`src/inc/clamp_fmt_pkg.sv`:
```
// Constants, register map and carriers for the black clamp and output stage
package clamp_fmt_pkg;
    localparam int ADC_W = 12;
    localparam int LEVEL_W = 8;
    localparam int CORR_W = 10;
    localparam int ACC_W = 22;
    localparam int ADDR_W = 4;
    localparam int BUS_W = 16;
    localparam int PHASE_W = 2;
    localparam int FILT_SHIFT = 4;

    localparam logic [ADDR_W-1:0] ADDR_OPMODE = 4'h0;
    localparam logic [ADDR_W-1:0] ADDR_CTRL = 4'h1;
    localparam logic [ADDR_W-1:0] ADDR_LEVEL = 4'h2;
    localparam logic [ADDR_W-1:0] ADDR_PHASE = 4'h3;
    localparam logic [ADDR_W-1:0] ADDR_UPDATE = 4'h4;
    localparam logic [ADDR_W-1:0] ADDR_CORR = 4'h5;
    localparam logic [ADDR_W-1:0] ADDR_STATUS = 4'h6;

    localparam int OPMODE_CLAMP_OFF_BIT = 2;
    localparam int CTRL_TRISTATE_BIT = 3;
    localparam int CTRL_TRANSP_BIT = 4;
    localparam int CTRL_GRAY_BIT = 5;

    localparam logic [7:0] OPMODE_RST = 8'h00;
    localparam logic [7:0] CTRL_RST = 8'h00;
    localparam logic [LEVEL_W-1:0] LEVEL_RST = 8'h00;
    localparam logic [PHASE_W-1:0] PHASE_RST = 2'h0;
    localparam logic [7:0] UPDATE_RST = 8'h01;
    localparam logic [CORR_W-1:0] CORR_RST = 10'h000;
    localparam logic [CORR_W-1:0] CORR_MAX = 10'h3FF;

    typedef enum logic [0:0] {
        CL_IDLE = 1'b0,
        CL_ACCUM = 1'b1
    } clamp_st_e;

    typedef struct packed {
        logic [7:0] opmode;
        logic [7:0] ctrl;
        logic [LEVEL_W-1:0] level;
        logic [PHASE_W-1:0] phase;
        logic [7:0] update;
    } regs_s;

    typedef struct packed {
        logic [ADDR_W-1:0] addr;
        logic [BUS_W-1:0] wdata;
        logic wr;
        logic rd;
    } bus_req_s;
endpackage : clamp_fmt_pkg

```
`src/design/black_clamp_and_output_format.sv`:
```
// Black clamp loop, pixel FIFO and output latch/format stage
//
// Our own choices: the register offsets and the address-and-strobe port.
`timescale 1ns/1ps

module pixel_fifo #(
    parameter int WIDTH = 12,
    parameter int DEPTH = 8
) (
    input wire logic clk,
    input wire logic rst_b,
    input wire logic [WIDTH-1:0] in_data,
    input wire logic in_valid,
    output logic in_ready,
    output logic [WIDTH-1:0] out_data,
    output logic out_valid,
    input wire logic out_ready
);
    localparam int PW = $clog2(DEPTH);
    typedef struct packed {
        logic [PW-1:0] wptr;
        logic [PW-1:0] rptr;
        logic [PW:0] count;
    } fifo_s;

    fifo_s st_r;
    fifo_s st_nxt;
    logic [WIDTH-1:0] mem [DEPTH];
    logic push;
    logic pop;

    assign in_ready = (st_r.count != DEPTH[PW:0]);
    assign out_valid = (st_r.count != '0);
    assign out_data = mem[st_r.rptr];
    assign push = in_valid && in_ready;
    assign pop = out_valid && out_ready;

    always_comb begin
        st_nxt = st_r;
        if (push) begin
            st_nxt.wptr = (st_r.wptr == PW'(DEPTH - 1)) ? '0 : st_r.wptr + 1'b1;
        end
        if (pop) begin
            st_nxt.rptr = (st_r.rptr == PW'(DEPTH - 1)) ? '0 : st_r.rptr + 1'b1;
        end
        if (push && !pop) begin
            st_nxt.count = st_r.count + 1'b1;
        end else if (pop && !push) begin
            st_nxt.count = st_r.count - 1'b1;
        end
    end

    always_ff @(posedge clk or negedge rst_b) begin
        if (!rst_b) begin
            st_r <= '0;
        end else begin
            st_r <= st_nxt;
        end
    end

    always_ff @(posedge clk) begin
        if (push) begin
            mem[st_r.wptr] <= in_data;
        end
    end
endmodule : pixel_fifo

module black_clamp_and_output_format #(
    parameter int PIX_DIV = 4,
    parameter int FIFO_DEPTH = 8
) (
    input wire logic clk,
    input wire logic rst_b,
    input wire clamp_fmt_pkg::bus_req_s bus_req,
    output logic [clamp_fmt_pkg::BUS_W-1:0] rdata,
    input wire logic [clamp_fmt_pkg::ADC_W-1:0] adc_data,
    input wire logic adc_valid,
    output logic adc_ready,
    input wire logic black_clamp_pulse,
    input wire logic pixel_blank_pulse,
    output logic [clamp_fmt_pkg::CORR_W-1:0] dac_code,
    output logic [clamp_fmt_pkg::ADC_W-1:0] data_out,
    output logic [clamp_fmt_pkg::ADC_W-1:0] data_oe,
    output logic data_valid
);
    import clamp_fmt_pkg::*;

    typedef struct packed {
        regs_s regs;
        logic [PHASE_W-1:0] phase_cnt;
        clamp_st_e clamp_st;
        logic signed [ACC_W-1:0] acc;
        logic signed [ADC_W:0] err;
        logic [7:0] line_cnt;
        logic [CORR_W-1:0] corr;
        logic [ADC_W-1:0] dout;
        logic dvalid;
        logic [BUS_W-1:0] rdata;
    } state_s;

    state_s st_r;
    state_s st_nxt;
    logic [ADC_W-1:0] fifo_dout;
    logic fifo_valid;
    logic fifo_pop;
    logic sample;
    logic loop_off;
    logic transparent;
    logic latch_tick;
    logic upd_evt;
    logic signed [ACC_W-1:0] step;
    logic signed [ACC_W-1:0] corr_sum;

    function automatic logic [ADC_W-1:0] bin2gray(input logic [ADC_W-1:0] b);
        return b ^ (b >> 1);
    endfunction : bin2gray

    function automatic logic [7:0] lines_per_update(input logic [7:0] n);
        return (n == 8'h00) ? 8'h01 : n;
    endfunction : lines_per_update

    pixel_fifo #(
        .WIDTH(ADC_W),
        .DEPTH(FIFO_DEPTH)
    ) u_fifo (
        .clk(clk),
        .rst_b(rst_b),
        .in_data(adc_data),
        .in_valid(adc_valid),
        .in_ready(adc_ready),
        .out_data(fifo_dout),
        .out_valid(fifo_valid),
        .out_ready(fifo_pop)
    );

    assign sample = adc_valid && adc_ready;
    assign loop_off = st_r.regs.opmode[OPMODE_CLAMP_OFF_BIT];
    assign transparent = st_r.regs.ctrl[CTRL_TRANSP_BIT];
    assign latch_tick = (st_r.phase_cnt == st_r.regs.phase);
    // Latch waits for its phase, so a slow phase stalls the FIFO and the source
    assign fifo_pop = fifo_valid && (transparent || latch_tick);
    // Clamp interval closes on the falling edge of the pulse
    assign upd_evt = !loop_off && st_r.clamp_st == CL_ACCUM && !black_clamp_pulse
        && (st_r.line_cnt + 8'h01 >= lines_per_update(st_r.regs.update));
    assign step = st_r.acc >>> FILT_SHIFT;
    assign corr_sum = ACC_W'($signed({1'b0, st_r.corr})) + step;

    always_comb begin
        st_nxt = st_r;
        st_nxt.dvalid = 1'b0;
        st_nxt.rdata = '0;
        st_nxt.phase_cnt = (st_r.phase_cnt == PHASE_W'(PIX_DIV - 1)) ? '0
            : st_r.phase_cnt + 1'b1;

        if (bus_req.wr) begin
            if (bus_req.addr == ADDR_OPMODE) begin
                st_nxt.regs.opmode = bus_req.wdata[7:0];
            end else if (bus_req.addr == ADDR_CTRL) begin
                st_nxt.regs.ctrl = bus_req.wdata[7:0];
            end else if (bus_req.addr == ADDR_LEVEL) begin
                st_nxt.regs.level = bus_req.wdata[LEVEL_W-1:0];
            end else if (bus_req.addr == ADDR_PHASE) begin
                st_nxt.regs.phase = bus_req.wdata[PHASE_W-1:0];
            end else if (bus_req.addr == ADDR_UPDATE) begin
                st_nxt.regs.update = bus_req.wdata[7:0];
            end
        end
        if (bus_req.rd) begin
            if (bus_req.addr == ADDR_OPMODE) begin
                st_nxt.rdata = BUS_W'(st_r.regs.opmode);
            end else if (bus_req.addr == ADDR_CTRL) begin
                st_nxt.rdata = BUS_W'(st_r.regs.ctrl);
            end else if (bus_req.addr == ADDR_LEVEL) begin
                st_nxt.rdata = BUS_W'(st_r.regs.level);
            end else if (bus_req.addr == ADDR_PHASE) begin
                st_nxt.rdata = BUS_W'(st_r.regs.phase);
            end else if (bus_req.addr == ADDR_UPDATE) begin
                st_nxt.rdata = BUS_W'(st_r.regs.update);
            end else if (bus_req.addr == ADDR_CORR) begin
                st_nxt.rdata = BUS_W'(st_r.corr);
            end else if (bus_req.addr == ADDR_STATUS) begin
                st_nxt.rdata = {st_r.err[ADC_W:0], pixel_blank_pulse,
                    st_r.clamp_st, fifo_valid};
            end
        end

        if (loop_off) begin
            // Loop frozen; the target acts as a fixed offset instead
            st_nxt.clamp_st = CL_IDLE;
            st_nxt.acc = '0;
            st_nxt.line_cnt = '0;
            st_nxt.corr = CORR_W'(st_r.regs.level);
        end else begin
            case (st_r.clamp_st)
                CL_IDLE: begin
                    if (black_clamp_pulse) begin
                        st_nxt.clamp_st = CL_ACCUM;
                    end
                end
                CL_ACCUM: begin
                    if (!black_clamp_pulse) begin
                        st_nxt.clamp_st = CL_IDLE;
                        if (upd_evt) begin
                            st_nxt.line_cnt = '0;
                            st_nxt.acc = '0;
                            if (corr_sum < 0) begin
                                st_nxt.corr = CORR_RST;
                            end else if (corr_sum > ACC_W'(CORR_MAX)) begin
                                st_nxt.corr = CORR_MAX;
                            end else begin
                                st_nxt.corr = corr_sum[CORR_W-1:0];
                            end
                        end else begin
                            st_nxt.line_cnt = st_r.line_cnt + 8'h01;
                        end
                    end
                end
                default: begin
                    st_nxt.clamp_st = CL_IDLE;
                end
            endcase
            if (black_clamp_pulse && sample) begin
                // Error is target minus result; positive raises the DAC
                st_nxt.err = $signed({5'h00, st_r.regs.level})
                    - $signed({1'b0, adc_data});
                st_nxt.acc = st_nxt.acc + ACC_W'(st_nxt.err);
            end
        end

        if (fifo_pop) begin
            st_nxt.dvalid = 1'b1;
            st_nxt.dout = st_r.regs.ctrl[CTRL_GRAY_BIT] ? bin2gray(fifo_dout)
                : fifo_dout;
        end
    end

    always_ff @(posedge clk or negedge rst_b) begin
        if (!rst_b) begin
            st_r <= '{regs: '{opmode: OPMODE_RST, ctrl: CTRL_RST,
                level: LEVEL_RST, phase: PHASE_RST, update: UPDATE_RST},
                phase_cnt: '0, clamp_st: CL_IDLE, acc: '0, err: '0,
                line_cnt: '0, corr: CORR_RST, dout: '0, dvalid: 1'b0,
                rdata: '0};
        end else begin
            st_r <= st_nxt;
        end
    end

    assign rdata = st_r.rdata;
    assign dac_code = st_r.corr;
    assign data_out = st_r.dout;
    assign data_valid = st_r.dvalid;
    // Enables come straight from the control register so three-state is immediate
    assign data_oe = {ADC_W{!st_r.regs.ctrl[CTRL_TRISTATE_BIT]}};

    AST_CLAMP_ERR: assert property (@(posedge clk) disable iff (!rst_b)
        (black_clamp_pulse && sample && !loop_off) |=>
        (st_r.err == $signed({5'h00, $past(st_r.regs.level)})
            - $signed({1'b0, $past(adc_data)})))
        else $error("clamp error not formed from target and result");

    AST_LEVEL_WRITE: assert property (@(posedge clk) disable iff (!rst_b)
        (bus_req.wr && bus_req.addr == ADDR_LEVEL) |=>
        (st_r.regs.level == $past(bus_req.wdata[LEVEL_W-1:0])))
        else $error("clamp level write lost");

    AST_CORR_HOLD: assert property (@(posedge clk) disable iff (!rst_b)
        (!loop_off && !upd_evt && !$past(loop_off)) |=> $stable(st_r.corr))
        else $error("correction moved outside an update");

    AST_SLOW_UPDATE: assert property (@(posedge clk) disable iff (!rst_b)
        upd_evt |-> (st_r.line_cnt + 8'h01
            >= lines_per_update(st_r.regs.update)) ##1 (st_r.line_cnt == 8'h00))
        else $error("update outside its line interval");

    AST_LOOP_OFF: assert property (@(posedge clk) disable iff (!rst_b)
        loop_off |=> (st_r.acc == '0 && st_r.clamp_st == CL_IDLE))
        else $error("clamp loop active while disabled");

    AST_FIXED_OFFSET: assert property (@(posedge clk) disable iff (!rst_b)
        (loop_off && $stable(st_r.regs.level)) |=>
        (dac_code == CORR_W'($past(st_r.regs.level))))
        else $error("fixed offset not applied");

    AST_LATCH_PHASE: assert property (@(posedge clk) disable iff (!rst_b)
        (data_valid && !$past(transparent)) |->
        ($past(st_r.phase_cnt) == $past(st_r.regs.phase)))
        else $error("output latched off its phase");

    AST_TRANSPARENT: assert property (@(posedge clk) disable iff (!rst_b)
        (transparent && fifo_valid) |=> data_valid)
        else $error("transparent latch held data");

    AST_TRISTATE: assert property (@(posedge clk) disable iff (!rst_b)
        st_r.regs.ctrl[CTRL_TRISTATE_BIT] |-> (data_oe == '0))
        else $error("outputs driven while three-stated");

    AST_CODING: assert property (@(posedge clk) disable iff (!rst_b)
        fifo_pop |=> (data_out == ($past(st_r.regs.ctrl[CTRL_GRAY_BIT])
            ? ($past(fifo_dout) ^ ($past(fifo_dout) >> 1)) : $past(fifo_dout))))
        else $error("output coding wrong");
endmodule : black_clamp_and_output_format

```
`config.mk`:
```
export PLATFORM = sky130hd
export DESIGN_NAME = black_clamp_and_output_format
export DESIGN_NICKNAME = d
export VERILOG_FILES = /design/src/inc/clamp_fmt_pkg.sv /design/src/design/black_clamp_and_output_format.sv
export SDC_FILE = /design/constraint.sdc
export NUM_CORES = 1
export LEC_CHECK = 0
export ABC_AREA = 1
export BUFFER_PORTS_ARGS = -buffer_cell sky130_fd_sc_hd__buf_2
export CAP_MARGIN = 5
export CORE_ASPECT_RATIO = 1.1
export CORE_MARGIN = 8
export CORE_UTILIZATION = 47
export DETAILED_ROUTE_END_ITERATION = 6
export HOLD_SLACK_MARGIN = 0.08
export PLACE_DENSITY_LB_ADDON = 0.12
export SLEW_MARGIN = 20
export SYNTH_ARGS = -nofsm -noshare
export SYNTH_HDL_FRONTEND = slang
export SYNTH_HIERARCHICAL = 1
export SYNTH_SLANG_ARGS = --single-unit
```
`constraint.sdc`:
```
create_clock -name clk -period 5.3 [get_ports clk]
set_clock_uncertainty 0.15 [all_clocks]
set_input_delay 0.53 -clock clk [delete_from_list [all_inputs] [get_ports clk]]
set_output_delay 0.53 -clock clk [all_outputs]
set_load 0.05 [all_outputs]
```
==> flow_summary.yaml, run 1 <==
timing:
  hold_viol: 0
  maxSlewViolCount: 0
  setup_viol_count_final: 0
  fmax_ghz: 0.216
  fin_setup_tns_ns: 0
  maxSlewHeadroom_pct: 17.6
  worstMarginPinSlew_ns: 1.22
  grt_setup_unrepaired: "no"
  min_period_over_period_pct: 87.2
  fin_crit_ns: 4.62
logic_synthesis:
  syn_area_sq_mm: 0.0131
  synthCells: 1616
  synthArstFlopShare_pct: 57.3
  synth_ff_type: "dfrtp_1"
  post-synth-top-area-cell: "dfrtp_1"
  synth_edf_count: 96
  synth_nets: 1715
  ys_types: 50
  seq_area_frac_synth_pct: 46.6
  post-synth-top-area-fraction_pct: 24.4
  yosysWarningCount: 6
  ys_ff_latch: 225
  synthTopCellsByArea: "dfrtp_1 (24%), edfxtp_1 (22%), nand2_1 (12%)"
  syn_avg_cell_area_sq_um: 8.12
setup_path:
  path_class: "reg -> reg"
  timing.rr.end: "st_r[76]"
  cp_max_fo: 19
  cp-startpoint: "st_r[39]"
  reg2reg_from: "st_r[39]"
  cp_slowest_cell: "o21ai_0"
  start_kind: "flip-flop"
  max_stage_delay_ns: 0.42
  cp-end-kind: "flip-flop"
  crit_required_ns: 5.53
  worstPathArrival_ns: 4.85
  critPathCapture: "st_r[76]"
  crit_path_cell_trace: "nand3_1 -> nor2_1 -> nand3_1 -> nor2_1 -> xor2_1 -> inv_1 -> ha_1 -> nand2_1 -> nor2_1 -> nand4_1 -> o2111ai_1 -> nand2_1 -> inv_2 -> nor2_1 -> ha_1 -> nand2_1 -> o21ai_0 -> a21oi_1 -> o21ai_0 -> nand3_1 -> nand2_1 -> xnor2_1 -> a21oi_1"
  ff2ff_path_depth: 23
  r2r_slack_ns: 0.68
drt:
  drc_errors: 0
  via_per_inst: 5.03
  antenna_left: 0
  first_pass_iters: 5
  avgRoutedWirePerCell_um: 15.8
  drt_wl_total_um: 32100
  vias: 10220
  drt_iter0_markers: 652
clock_network:
  clk_latency_ns: 0.53
  clkTransAtPathRegs_ns: 0.06
  hold_buffers: 1
  cts_tree: "built"
  post_cts.repair.setup_buffers: 0
  htreeDepth: 1
  root_buffer: "clkbuf_16"
  cts_sinks: 225
  cts_resized: 0
  cts_buffers: 26
  clockBufferDepth: 3
die:
  initial_core_util_pct: 47.5
  dieArea_sq_mm: 0.0335
  die_h_um: 191
  io_pins: 91
  row_count: 64
  core_region_area_sq_mm: 0.0276
  fp.dieW_um: 175
layout:
  syn_to_final_growth_pct: 9.94
  multi_input_area_sq_mm: 0.00568
  fin_nets: 1745
  fillers: 2652
  seq_area_sq_mm: 0.00611
  post_route_cells_drive_above_1_share_pct: 10.4
flow_run:
  maxCapViolCount: 0
global_route:
  grtUsageTotal_pct: 19.3
  grt_pass1_vias: 9922
  antenna_found_initial: 0
  overflow: 0
  grt_pass1_wl_um: 52200
  grt_max_degree: 81
run_status:
  outcome: "complete, no violations"
place:
  port_buffers: 82
  gp_congestion: 0.881
  place_hpwl_um: 23800
pwr:
  p_per_area_mw_per_mm2: 599
  vdd_drop_max_mv: 0.324
  total_power_mw: 8.64
  cellLeakagePower_nw: 7.04
min_path:
  min_path_type: "in -> reg"
  min_path_cells: 1
==> registers in the layout, summed over array words and instances (netlist names) <==
name	cells
u_fifo/mem	96
u_fifo/st_r	10
dac_code	10
loop_off	1
st_r	79
data_out	12
data_valid	1
rdata	16
==> critical path, delay by kind of cell (launching register included) <==
family | cells | cell delay [ns]
AND/OR/NAND/NOR | 12 | 1.45
buffers and inverters | 2 | 0.39
adder cells (fa/ha/maj) | 2 | 0.67
XOR/XNOR | 2 | 0.35
flip-flops | 1 | 0.41
AO/OA/AOI/OAI | 5 | 1.05
==> metal layers <==
metal  routed length (um)  GRT usage [%]  vias to the layer above
met3                 1500           2.73                       39
met5                    0              0                        -
li1                     -              -                     5245
met4                  517           4.40                        0
met1                14500           25.3                     4733
met2                15600           33.4                      203
==> cells by family (layout without fill, tap and decap cells) <==
logic type,Yosys count,after routing,synth area share [%]
and+or+nand+nor,742,742,23.4
buffers and inverters,296,346,10.7
AOI/OAI and AO/OA,244,244,10.1
DFF,225,225,46.6
adders and majority gates,60,60,5.95
xor gates and xnor gates,48,48,3.26
muxes,1,1,0.0763
other,0,1,0
==> how the worst min path moves through the flow <==
stage                     slack, ns          from               end
after floorplan                0.08         rst_b       dac_code[0]
after global placement         0.31      st_r[83]          st_r[83]
after detailed placement       0.32  data_out[11]      data_out[11]
after CTS                      0.14   adc_data[5]  u_fifo/mem[2][5]
after global routing           0.15   adc_data[5]  u_fifo/mem[7][5]
final                          0.15   adc_data[5]  u_fifo/mem[7][5]
==> report_power, final <==
| part | switching (mW) | internal, mW |
|---|---|---|
| logic | 2.79 | 1.35 |
| registers | 0.387 | 2.24 |
| clock network | 0.703 | 1.17 |
| total | 3.88 | 4.76 |
==> cells in the mapped netlist, drive strengths merged (3+ instances only) <==
| cell type | number |
|---|---|
| xnor2 | 18 |
| clkbuf | 20 |
| ha | 56 |
| o221ai | 4 |
| a21oi | 80 |
| o21bai | 5 |
| nand2 | 441 |
| buf | 69 |
| nor3b | 4 |
| nor3 | 17 |
| nand4 | 8 |
| or2 | 6 |
| xor2 | 30 |
| nand3 | 69 |
| o21ai | 119 |
| dfrtp | 128 |
| edfxtp | 96 |
| fa | 4 |
| nor2 | 188 |
| a21o | 6 |
| nor4 | 7 |
| o211ai | 3 |
| o22ai | 16 |
| inv | 205 |
==> stage by stage <==
stage / hold slack [ns] / setup slack (ns) / utilization, % / instance area [sq um] / std cells
floorplan: 0.0844 / 1.48 / - / 13100 / 1616
global placement: 0.314 / 0.696 / 48.8 / 13500 / 1980
detailed placement: 0.316 / 0.705 / 48.8 / 13500 / 1980
CTS: 0.139 / 0.673 / 52.1 / 14400 / 2029
global route: 0.151 / 0.190 / 52.2 / 14400 / 2029
finish: 0.149 / 0.677 / 52.2 / 14400 / 2030
==> cell type report <==
| class | count | area share [%] |
|---|---|---|
| Sequential cell | 225 | 42.4 |
| Clock buffer | 34 | 5.07 |
| Antenna cell | 1 | 0.0173 |
| Timing Repair Buffer | 91 | 3.37 |
| Inverter | 207 | 5.39 |
| Tap cell | 363 | 3.15 |
| Multi-Input combinational cell | 1095 | 39.4 |
| Clock inverter | 14 | 1.23 |
==> cell usage in the layout, fill, tap and decap left out, types with 56 or more instances in the layout <==
cell type,instances
nand2_1,429
inv_1,201
nor2_1,180
dfrtp_1,127
o21ai_0,114
edfxtp_1,96
buf_2,81
a21oi_1,79
nand3_1,66
ha_1,56
Note: power is estimated with default switching activity, not from simulation.
==> run 2, diff against run 1 <==
RECOVER_POWER = 25   (was not set)
==> run 2 against run 1 <==
  * The run now ends with capacitance limit, slew limit left
  * Fmax barely moved
  * Worst setup slack improved by 0.0023 ns
  * Clock power barely moved
  * Critical path depth did not move
  * Final cell count did not move
  * Cell area fell by 0.16%
  * First-iteration DRC count rose by 0.46%
  * Flip-flop and latch count did not move
  * Die area did not move
  * Largest power group unchanged
  * Highest routed layer unchanged
==> flow_summary.yaml, run 2 (synthesized netlist as in run 1, its figures left out) <==
flow_run:
  maxCapViolCount: 1
clock_network:
  root_buffer: "clkbuf_16"
  clkTransAtPathRegs_ns: 0.06
  cts_tree: "built"
  cts_sinks: 225
  clk_latency_ns: 0.53
  post_cts.repair.setup_buffers: 0
  htreeDepth: 1
  clockBufferDepth: 3
  cts_buffers: 26
  cts_resized: 0
drt:
  antenna_left: 0
  avgRoutedWirePerCell_um: 15.8
  via_per_inst: 5.04
  drt_wl_total_um: 32100
  drc_errors: 0
  drt_iter0_markers: 655
  first_pass_iters: 5
  vias: 10241
global_route:
  grtUsageTotal_pct: 19.3
  overflow: 0
  grt_pass1_vias: 9922
  grt_pass1_wl_um: 52200
  grt_max_degree: 81
  antenna_found_initial: 0
setup_path:
  cp_slowest_cell: "o21ai_0"
  cp-end-kind: "flip-flop"
  crit_path_cell_trace: "nand3_1 -> nor2_1 -> nand3_1 -> nor2_1 -> xor2_1 -> inv_1 -> ha_1 -> nand2_1 -> nor2_1 -> nand4_1 -> o2111ai_1 -> nand2_1 -> inv_2 -> nor2_1 -> ha_1 -> nand2_1 -> o21ai_0 -> a21oi_1 -> o21ai_0 -> nand3_1 -> nand2_1 -> xnor2_1 -> a21oi_1"
  cp_max_fo: 19
  path_class: "reg -> reg"
  crit_required_ns: 5.52
  max_stage_delay_ns: 0.42
  start_kind: "flip-flop"
  ff2ff_path_depth: 23
  worstPathArrival_ns: 4.85
die:
  io_pins: 91
  dieArea_sq_mm: 0.0335
  initial_core_util_pct: 47.5
  row_count: 64
  die_h_um: 191
  core_region_area_sq_mm: 0.0276
  fp.dieW_um: 175
pwr:
  p_switching_mw: 3.88
  vdd_drop_max_mv: 0.324
  p_seq_share_pct: 30.4
  p_per_area_mw_per_mm2: 600
  swShare_pct: 45.0
  pwr-share-comb_pct: 48.0
  total_power_mw: 8.64
  cellLeakagePower_nw: 7.01
  clockPowerShare_pct: 21.6
  p_int_mw: 4.76
layout:
  post_route_cells_drive_above_1_share_pct: 9.66
  syn_to_final_growth_pct: 9.76
  fillers: 2663
  final_cell_mix: "nand2_1 (429), inv_1 (201), nor2_1 (180)"
  top_register: "u_fifo/mem"
  fin_nets: 1745
  layout.cells.most_common: "nand2_1"
  largest_reg_flops: 96
timing:
  maxSlewHeadroom_pct: -40.1
  fin_setup_tns_ns: 0
  grt_setup_unrepaired: "no"
  fmax_ghz: 0.216
  maxSlewViolCount: 81
  fin_crit_ns: 4.62
  hold_viol: 0
  setup_viol_count_final: 0
  worstMarginPinSlew_ns: 2.10
  min_period_over_period_pct: 87.2
run_status:
  outcome: "finished with violations"
  failed_checks: "capacitance limit, slew limit"
min_path:
  min_path_cells: 3
  min_path_type: "in -> reg"
place:
  place_hpwl_um: 23800
  port_buffers: 82
  gp_congestion: 0.881
[run 2: path summary, 6_finish.rpt]
check	start	end	slack [ns]
setup / recovery	st_r[39]	st_r[76]	0.68
hold / removal	bus_req[0]	rdata[1]	0.17
setup reg to reg	st_r[39]	st_r[76]	0.68
hold reg to reg	data_out[2]	data_out[2]	0.33
max in group asynchronous	rst_b	st_r[92]	2.41
min in group asynchronous	rst_b	data_out[6]	0.99
[run 2: per-layer routing]
layer / GRT usage (%) / wire [um]
met5: 0 / 0
met4: 4.40 / 517
met3: 2.73 / 1470
met2: 33.4 / 15600
met1: 25.3 / 14500
[run 2: metrics by stage]
step                      worst slack (ns)  util (%)  hold slack, ns  instances  instance area, sq um
final                                0.680      52.1           0.169       2030                 14400
after global placement               0.696      48.8           0.314       1980                 13500
after floorplan                       1.48         -          0.0844       1616                 13100
after detailed placement             0.705      48.8           0.316       1980                 13500
after CTS                            0.673      52.1           0.139       2029                 14400
after global routing                 0.190      52.1           0.171       2029                 14400
[run 2: layout make-up]
type | count | area, sq um | share of cell area [%]
antenna | 1 | 2.50 | 0.0174
clock buffer | 34 | 732 | 5.08
clock inverter | 14 | 178 | 1.23
inverter | 207 | 777 | 5.39
multi-input combinational | 1095 | 5680 | 39.4
sequential | 225 | 6110 | 42.4
tap | 363 | 454 | 3.15
timing repair buffer | 91 | 464 | 3.22
[run 2: critical path, delay by kind of cell (launching register included)]
kind / cells / cell delay (ns)
simple gates: 12 / 1.45
compound gates: 5 / 1.06
xor+xnor: 2 / 0.34
buf+inv: 2 / 0.40
flops: 1 / 0.41
fa+ha+maj: 2 / 0.67
[run 2: what timing repair did]
action	4_1_cts	5_1_grt
endpoints found under the setup margin	0	0
hold endpoints to repair	79	0
hold buffers	1	0
[run 2: power groups by stage]
stage               logic (mW)  clock network (mW)  registers, mW
floorplan                 3.48                   0           2.48
global route              4.72                1.98           2.69
global placement          4.11                   0           2.65
detailed placement        4.14                   0           2.66
finish                    4.14                1.87           2.63
CTS                       4.17                1.92           2.63
